[config.mk]
export PLATFORM = sky130hd
export DESIGN_NAME = chilc_top
export DESIGN_NICKNAME = d
export VERILOG_FILES = /design/src/rtl/chilc_pkg.sv /design/src/rtl/chilc_top.sv
export VERILOG_INCLUDE_DIRS = /design/src /design/src/rtl
export SDC_FILE = /design/constraint.sdc
export NUM_CORES = 1
export LEC_CHECK = 0
export ABC_AREA = 1
export BUFFER_PORTS_ARGS = -buffer_cell sky130_fd_sc_hd__buf_2
export CAP_MARGIN = 20
export CORE_AREA = 8 8 76 78
export CTS_BUF_LIST = sky130_fd_sc_hd__clkbuf_2 sky130_fd_sc_hd__clkbuf_4 sky130_fd_sc_hd__clkbuf_8
export CTS_CLUSTER_SIZE = 14
export DETAILED_ROUTE_END_ITERATION = 16
export DIE_AREA = 0 0 84 86
export MAX_ROUTING_LAYER = met4
export PLACE_DENSITY = 0.79
export SYNTH_ARGS = -nofsm -noshare
export SYNTH_HDL_FRONTEND = slang
export SYNTH_SLANG_ARGS = --single-unit
export TNS_END_PERCENT = 50
[constraint.sdc]
create_clock -name core_clk_in -period 1.3 [get_ports core_clk_in]
set_input_delay 0.065 -clock core_clk_in [delete_from_list [all_inputs] [get_ports core_clk_in]]
set_output_delay 0.065 -clock core_clk_in [all_outputs]
set_load 0.01 [all_outputs]
[src/rtl/chilc_consts.svh]
`ifndef CHILC_CONSTS_SVH
`define CHILC_CONSTS_SVH

// register port geometry
`define CHILC_ADDR_W 12
`define CHILC_DATA_W 8

// register offsets
`define CHILC_OFF_INT_CFG 12'h11A
`define CHILC_OFF_LINK_SEL 12'h11B
`define CHILC_OFF_IRQ_STAT 12'h130
`define CHILC_OFF_IRQ_EN 12'h131

// interrupt_config field positions
`define CHILC_CFG_CLR_STYLE_BIT 2
`define CHILC_CFG_AUTOCLR_BIT 1
`define CHILC_CFG_MASTER_BIT 0

// link_controller_select field positions
`define CHILC_LINK_EN_LSB 2
`define CHILC_LINK_SEL_LSB 0

// reset values
`define CHILC_RST_CLR_STYLE 1'h0
`define CHILC_RST_AUTOCLR 1'h0
`define CHILC_RST_MASTER 1'h0
`define CHILC_RST_LINK_EN 3'h7
`define CHILC_RST_LINK_SEL 2'h0

// select field encodings
`define CHILC_SEL_CTRL2 2'h1
`define CHILC_SEL_CTRL3 2'h2

`endif

[src/rtl/chilc_pkg.sv]
`include "chilc_consts.svh"

package chilc_pkg;

    // one register port request, sampled every cycle
    typedef struct packed {
        logic [`CHILC_ADDR_W-1:0] addr;
        logic [`CHILC_DATA_W-1:0] wdata;
        logic wr;
        logic rd;
    } chilc_bus_req_t;

    // what a link controller sends in place of its traffic
    typedef enum logic [1:0] {
        CHILC_FILL_NONE,
        CHILC_FILL_ONES,
        CHILC_FILL_FLAG
    } chilc_fill_t;

    // transmit state reported by one link controller
    typedef struct packed {
        logic busy;
        logic msg_frame;
    } chilc_link_stat_t;

endpackage

[src/rtl/chilc_top.sv]
`timescale 1ns/10ps
`include "chilc_consts.svh"

// Operation
// - style 0: reading status clears it
// - style 1: status survives reads, write clears
// - autoclear 0: enables survive status reads
// - autoclear 1: status read drops matching enables
// - master enable gates all interrupt generation
// - three controller enables, reset to one
// - disable during bit message sends ones
// - disable during frame sends idle flags
// - select 00/11 ctrl1, 01 ctrl2, 10 ctrl3
// - interrupt configuration bits reset to zero
module chilc_top #(
    parameter int N_EVT = 8
) (
    input wire logic core_clk_in,
    input wire logic sys_rst_in,
    input wire chilc_pkg::chilc_bus_req_t bus_req_in,
    output logic [`CHILC_DATA_W-1:0] bus_rdata_out,
    input wire logic [N_EVT-1:0] irq_event_in,
    input wire chilc_pkg::chilc_link_stat_t [2:0] link_stat_in,
    output logic irq_out,
    output logic [2:0] link_ctrl_enable_out,
    output chilc_pkg::chilc_fill_t [2:0] link_fill_out,
    output logic [2:0] link_abort_out,
    output logic [2:0] link_sel_onehot_out
);
    import chilc_pkg::*;

    ////////////////////////////////////////////////////////////////////////
    // register state

    logic status_clear_style_select;
    logic enable_autoclear;
    logic channel_irq_master_enable;
    logic [1:0] link_sel;
    logic [N_EVT-1:0] irq_stat;
    logic [N_EVT-1:0] irq_en;
    logic [N_EVT-1:0] stat_clr;
    logic [`CHILC_DATA_W-1:0] next_rdata;

    // address decode
    logic wr_cfg;
    logic wr_link;
    logic wr_stat;
    logic wr_en;
    logic rd_stat;

    assign wr_cfg = bus_req_in.wr && (bus_req_in.addr == `CHILC_OFF_INT_CFG);
    assign wr_link = bus_req_in.wr && (bus_req_in.addr == `CHILC_OFF_LINK_SEL);
    assign wr_stat = bus_req_in.wr && (bus_req_in.addr == `CHILC_OFF_IRQ_STAT);
    assign wr_en = bus_req_in.wr && (bus_req_in.addr == `CHILC_OFF_IRQ_EN);
    assign rd_stat = bus_req_in.rd && (bus_req_in.addr == `CHILC_OFF_IRQ_STAT);

    ////////////////////////////////////////////////////////////////////////
    // interrupt configuration register

    always_ff @(posedge core_clk_in) begin
        if (sys_rst_in) begin
            status_clear_style_select <= `CHILC_RST_CLR_STYLE;
            enable_autoclear <= `CHILC_RST_AUTOCLR;
            channel_irq_master_enable <= `CHILC_RST_MASTER;
        end else if (wr_cfg) begin
            status_clear_style_select <= bus_req_in.wdata[`CHILC_CFG_CLR_STYLE_BIT];
            enable_autoclear <= bus_req_in.wdata[`CHILC_CFG_AUTOCLR_BIT];
            channel_irq_master_enable <= bus_req_in.wdata[`CHILC_CFG_MASTER_BIT];
        end
    end

    ////////////////////////////////////////////////////////////////////////
    // link controller enables and select

    always_ff @(posedge core_clk_in) begin
        if (sys_rst_in) begin
            link_ctrl_enable_out <= `CHILC_RST_LINK_EN;
            link_sel <= `CHILC_RST_LINK_SEL;
        end else if (wr_link) begin
            link_ctrl_enable_out <= bus_req_in.wdata[`CHILC_LINK_EN_LSB +: 3];
            link_sel <= bus_req_in.wdata[`CHILC_LINK_SEL_LSB +: 2];
        end
    end

    // select decode; 11 folds onto controller 1 rather than selecting nothing
    always_ff @(posedge core_clk_in) begin
        if (sys_rst_in) begin
            link_sel_onehot_out <= 3'h1;
        end else begin
            case (link_sel)
                `CHILC_SEL_CTRL2: begin
                    link_sel_onehot_out <= 3'h2;
                end
                `CHILC_SEL_CTRL3: begin
                    link_sel_onehot_out <= 3'h4;
                end
                default: begin
                    link_sel_onehot_out <= 3'h1;
                end
            endcase
        end
    end

    ////////////////////////////////////////////////////////////////////////
    // fill pattern per controller after a disable during transmission

    for (genvar i = 0; i < 3; i++) begin : g_link
        logic falls;
        assign falls = wr_link && link_ctrl_enable_out[i]
                       && !bus_req_in.wdata[`CHILC_LINK_EN_LSB + i];

        // fill holds until software enables the controller again
        always_ff @(posedge core_clk_in) begin
            if (sys_rst_in) begin
                link_fill_out[i] <= CHILC_FILL_NONE;
                link_abort_out[i] <= 1'h0;
            end else begin
                link_abort_out[i] <= falls && link_stat_in[i].busy;
                if (falls && link_stat_in[i].busy) begin
                    if (link_stat_in[i].msg_frame) begin
                        link_fill_out[i] <= CHILC_FILL_FLAG;
                    end else begin
                        link_fill_out[i] <= CHILC_FILL_ONES;
                    end
                end else if (wr_link && bus_req_in.wdata[`CHILC_LINK_EN_LSB + i]) begin
                    link_fill_out[i] <= CHILC_FILL_NONE;
                end
            end
        end

    end

    ////////////////////////////////////////////////////////////////////////
    // interrupt status, enables and request

    // a read in clear-on-read mode wipes all bits; write-one clears otherwise
    always_comb begin
        stat_clr = '0;
        if (rd_stat && !status_clear_style_select) begin
            stat_clr = '1;
        end else if (wr_stat && status_clear_style_select) begin
            stat_clr = bus_req_in.wdata[N_EVT-1:0];
        end
    end

    // new events win over a clear in the same cycle
    always_ff @(posedge core_clk_in) begin
        if (sys_rst_in) begin
            irq_stat <= '0;
        end else begin
            irq_stat <= (irq_stat & ~stat_clr) | irq_event_in;
        end
    end

    // autoclear drops the enables of the bits that the read reported
    always_ff @(posedge core_clk_in) begin
        if (sys_rst_in) begin
            irq_en <= '0;
        end else if (wr_en) begin
            irq_en <= bus_req_in.wdata[N_EVT-1:0];
        end else if (rd_stat && enable_autoclear) begin
            irq_en <= irq_en & ~irq_stat;
        end
    end

    // one cycle later than the status, traded for a flop-driven output
    always_ff @(posedge core_clk_in) begin
        if (sys_rst_in) begin
            irq_out <= 1'h0;
        end else begin
            irq_out <= channel_irq_master_enable && (|(irq_stat & irq_en));
        end
    end

    ////////////////////////////////////////////////////////////////////////
    // read data, valid only in the cycle after the strobe

    always_comb begin
        next_rdata = '0;
        case (bus_req_in.addr)
            `CHILC_OFF_INT_CFG: begin
                next_rdata[`CHILC_CFG_CLR_STYLE_BIT] = status_clear_style_select;
                next_rdata[`CHILC_CFG_AUTOCLR_BIT] = enable_autoclear;
                next_rdata[`CHILC_CFG_MASTER_BIT] = channel_irq_master_enable;
            end
            `CHILC_OFF_LINK_SEL: begin
                next_rdata[`CHILC_LINK_EN_LSB +: 3] = link_ctrl_enable_out;
                next_rdata[`CHILC_LINK_SEL_LSB +: 2] = link_sel;
            end
            `CHILC_OFF_IRQ_STAT: begin
                next_rdata[N_EVT-1:0] = irq_stat;
            end
            `CHILC_OFF_IRQ_EN: begin
                next_rdata[N_EVT-1:0] = irq_en;
            end
            default: begin
                next_rdata = '0;
            end
        endcase
    end

    always_ff @(posedge core_clk_in) begin
        if (sys_rst_in) begin
            bus_rdata_out <= '0;
        end else if (bus_req_in.rd) begin
            bus_rdata_out <= next_rdata;
        end else begin
            bus_rdata_out <= '0;
        end
    end
endmodule

### Word-level counts from Yosys, hierarchy flattened

Index checks and enable logic that the tools add are counted.

| operators by class | value |
|---|---|
| equality and inequality tests | 6 |
| muxes and demuxes | 17 |
| bitwise gates (word level) | 7 |
| reductions and logical operators | 31 |

Operator list:

| operator | count |
|---|---|
| == test 12 x 9 -> 1 bit, second input constant | 4 |
| two-way mux 8 bit | 4 |
| bitwise AND 8 bit | 3 |
| logical AND 1 bit | 21 |
| two-way mux 2 bit | 9 |
| inverter 8 bit | 2 |
| one-hot mux 3 bit (2 select lines) | 2 |
| one-hot mux 3 bit (4 select lines) | 1 |
| OR 8 bit | 1 |
| nonzero test 2 bit | 4 |
| OR reduction 8 bit | 1 |
| one-hot mux 2 bit (3 select lines) | 1 |
| logical NOT 1 bit | 4 |
| == test 2 x 1 -> 1 bit, second input constant | 1 |
| == test 2 bit, second input constant | 1 |
| OR reduction 2 bit | 1 |
| inverter 1 bit | 1 |

| word-level totals | value |
|---|---|
| flip-flop bits (word level) | 45 |
| bits of input ports | 38 |
| output and inout port bits | 24 |
| word-level logic and storage cells | 77 |

### Depth between registers and ports, before layout

| logic depth | value |
|---|---|
| word-level depth | 8 |
| gate-level depth with buffers | 10 |
| depth with buffers taken out | 9 |

### Worst setup path before layout

OpenSTA, ideal clock, no wires.

| timing path | value |
|---|---|
| kind | flip-flop to flip-flop |
| start | register link_ctrl_enable_out[1] |
| end | register link_fill_out[3] (netlist bit) |
| setup time | 114 ps |
| data arrival time | 1073 ps |
| required time | 1186 ps |
| setup slack | 113 ps |
| cell stages (with the launch flop) | 8 |
| buffers on the path | 0 |
| clock period less this slack | 1187 ps |
| path through | dfxtp_1 > inv_1 > nor3b_1 > nand4_4 > clkinv_1 > nand2_1 > nand2_1 > nor2_1 |

| on the way | value |
|---|---|
| word-level cells in the longest chain between the ends | 4 |
| elaborated cells on any way between the ends | 5 |
| classes of those cells | 1 x mux; 4 x reduce/logical |

Ends and longest elaborated chain:

| element | line | text |
|---|---|---|
| from (decl) | chilc_top.sv:25 | `output logic [2:0] link_ctrl_enable_out,` |
| from (signal assigned) | chilc_top.sv:77 | `` link_ctrl_enable_out <= `CHILC_RST_LINK_EN; `` |
| from (signal assigned) | chilc_top.sv:80 | `` link_ctrl_enable_out <= bus_req_in.wdata[`CHILC_LINK_EN_LSB +: 3]; `` |
| logical AND 1 bit (*) (2 in a row) | chilc_top.sv:109 | `assign falls = wr_link && link_ctrl_enable_out[i]` |
| logical AND 1 bit (*) | chilc_top.sv:119 | `if (falls && link_stat_in[i].busy) begin` |
| two-way mux 2 bit or nonzero test 2 bit (tied branches) | n/a |  |
| to (signal, indexed assignment) | chilc_top.sv:115 | `link_fill_out[i] <= CHILC_FILL_NONE;` |
| to (signal, indexed assignment) | chilc_top.sv:121 | `link_fill_out[i] <= CHILC_FILL_FLAG;` |
| to (signal, indexed assignment) | chilc_top.sv:123 | `link_fill_out[i] <= CHILC_FILL_ONES;` |
| to (decl) | chilc_top.sv:26 | `output chilc_pkg::chilc_fill_t [2:0] link_fill_out,` |

Mark *: on every way between the ends. The rest lies on a longest branch, timed or not.
A chain may end at the register's enable or synchronous reset.

### Final worst setup path

| timing path | value |
|---|---|
| start | register link_ctrl_enable_out[0] |
| end | register link_fill_out[0] (netlist bit) |

The elaborated chain is that of the path after synthesis.

==> flow_summary.json <==
{
  "setup_violations": 0,
  "tns_ns": 0,
  "root_buffer": "clkbuf_8",
  "slew_viol_final": 0,
  "critPathLaunchType": "flop",
  "mostFrequentLayoutCells": "61 x buf_2, 59 x nand2_1, 46 x inv_1",
  "io_pins": 62,
  "dr.pass1.iters": 4,
  "final_common_cell": "buf_2",
  "critical_path_required_ns": 1.53,
  "die_y_um": 86,
  "finalWorstPathRequiredPeriod_ns": 1.17,
  "design.core.area_um2": 4600,
  "synth_fp_nets": 370,
  "ant_nets": 0,
  "syn_inst": 330,
  "ys_types": 30,
  "hold_viol_final": 0,
  "grt_pass1_wl_mm": 10.9,
  "p_sw_mw": 0.657,
  "ys_warn_count": 0,
  "arrival_ns": 1.40,
  "antenna_cells": 0,
  "cts_setup_buffers": 0,
  "wl_per_cell_um": 13.9,
  "netlist_area_um2": 2360,
  "rsz0062_at_grt": "false",
  "worstSetupPathType": "reg -> reg",
  "fin_util": 0.643,
  "fp-row-count": 25,
  "power_density_nw_per_um2": 857,
  "cts_buffer_depth": 2,
  "clkPwrFrac": 0.349,
  "postSynthAreaPerCell_um2": 7.16,
  "syn2layout_area_growth_pct": 25.1,
  "max_cap_viol_count": 0,
  "drt_iter0_markers": 155,
  "cts_tree": "built",
  "clkSlewWorstSetupHoldPaths_ns": 0.09,
  "place.gp.congestion": 0.897,
  "pwr-share-comb": 0.092,
  "slew_headroom": 0.772,
  "fin_crit_sh": 0.903,
  "internal-power_mw": 1.88,
  "timing.fmax_mhz": 852,
  "via_per_inst": 5.35,
  "end_kind": "flop",
  "cts-htree-levels": 2,
  "placedCellCount": 451,
  "power_switching_share": 0.259,
  "clock_sinks": 45,
  "portBuffers": 61,
  "skew_ns": 0.00378,
  "antenna_found_initial": 0,
  "ys_seq_area_frac": 0.381,
  "reg2reg_slack_ns": 0.13,
  "synth-seq-cells": 45,
  "crit_fanout": 3,
  "stdcell_count": 466,
  "fin_nets": 451,
  "num_vias": 2492,
  "first_global_vias": 2403,
  "start_util": 0.514,
  "groute.usage.overall": 0.184,
  "p_leak_nw": 1.47,
  "overflow": 0,
  "die_area_um2": 7220,
  "final_layout_size_suffix_gt1_frac": 0.269,
  "dpl.hpwl_mm": 4.92,
  "peakVddDrop_v": 0.000709,
  "dieWidth_um": 84,
  "wl_mm": 6.46,
  "drc": 0,
  "status": "finished clean",
  "pwr-share-seq": 0.559,
  "worstSkewPairLatency_ns": 0.30,
  "hp-class": "in -> reg",
  "numCtsBuffers": 5,
  "grt_start_max_net_pins": 26,
  "power.total_mw": 2.53,
  "tightest_slew_ns": 0.341
}
-- synthesized netlist by cell type (all sizes together) --
library cell	number	area share
inv	48	0.076
nor3	1	0.0042
ha	2	0.011
clkinv	2	0.0032
nor3b	1	0.0032
nand4	25	0.085
buf	7	0.024
nand3b	1	0.0032
clkbuf	4	0.0064
or2	1	0.0026
dfxtp	45	0.38
a21oi	31	0.066
a221oi	2	0.0074
o211ai	3	0.0095
nand3	40	0.092
nand2	64	0.11
o21ai	8	0.017
nor2	45	0.096
-- critical path, stage by stage, from the launching register on --
cell      delay (ns)
dfxtp_1         0.40
inv_1           0.08
nor2_1          0.18
nand4_4         0.13
clkinv_1        0.08
nand2_1         0.07
a21oi_1         0.17
-- state kept, by name, summed over array words and instances (netlist names) --
register	flops
link_abort_out	3
channel_irq_master_enable	1
irq_en	8
bus_rdata_out	8
irq_stat	8
irq_out	1
enable_autoclear	1
status_clear_style_select	1
link_sel_onehot_out	3
link_fill_out	6
link_ctrl_enable_out	3
link_sel	2
-- logic make-up after synthesis --
| family | after synthesis | synth area share |
|---|---|---|
| adders and majority gates | 2 | 0.0106 |
| DFF | 45 | 0.381 |
| and+or+nand+nor | 178 | 0.398 |
| AOI/OAI and AO/OA | 44 | 0.0996 |
| buffers and inverters | 61 | 0.110 |
-- area by class of cell --
class,count,area (µm²)
Sequential cell,45,901
Tap cell,54,67.6
Clock inverter,3,21.3
Timing Repair Buffer,85,503
Multi-Input combinational cell,224,1210
Clock buffer,5,68.8
Fill cell,428,1640
Inverter,50,188
-- routing by layer --
metal / vias to the layer above / wire length (µm) / global-route usage
li1: 1240 / - / -
met1: 1127 / 2760 / 0.215
met2: 110 / 2950 / 0.287
met3: 15 / 598 / 0.0521
met4: 0 / 152 / 0.0879
met5: - / 0 / -
-- final timing paths --
| path | startpoint | to | cells after the start |
|---|---|---|---|
| worst max-delay path | link_ctrl_enable_out[0] | link_fill_out[0] | 6 |
| worst min-delay path | irq_event_in[0] | irq_stat[0] | 3 |
| worst max register to register | link_ctrl_enable_out[0] | link_fill_out[0] | 6 |
| worst min register to register | link_fill_out[2] | link_fill_out[2] | 2 |
-- power by group through the flow --
stage	clock, mW	sequential (mW)	combinational [mW]
after CTS	0.898	1.41	0.231
after detailed placement	0	1.45	0.215
after global placement	0	1.45	0.210
after global routing	0.951	1.42	0.255
final	0.884	1.42	0.233
after floorplan	0	1.44	0.109
-- through the flow --
step	area [µm²]	setup WS (ns)	hold WS, ns
global route	2960	0.0290	0.0198
CTS	2950	0.0659	0.00557
detailed placement	2790	-0.0679	0.309
floorplan	2360	0.113	0.199
global placement	2790	0.00883	0.305
finish	2960	0.126	0.00625
-- repair_timing --
item                                    in CTS  in global routing
gates resized for setup                      0                  1
hold buffers                                 7                  0
endpoints found under the setup margin       0                  2
endpoints found under the hold margin        7                  0
Note: power is estimated with default switching activity, not from simulation.
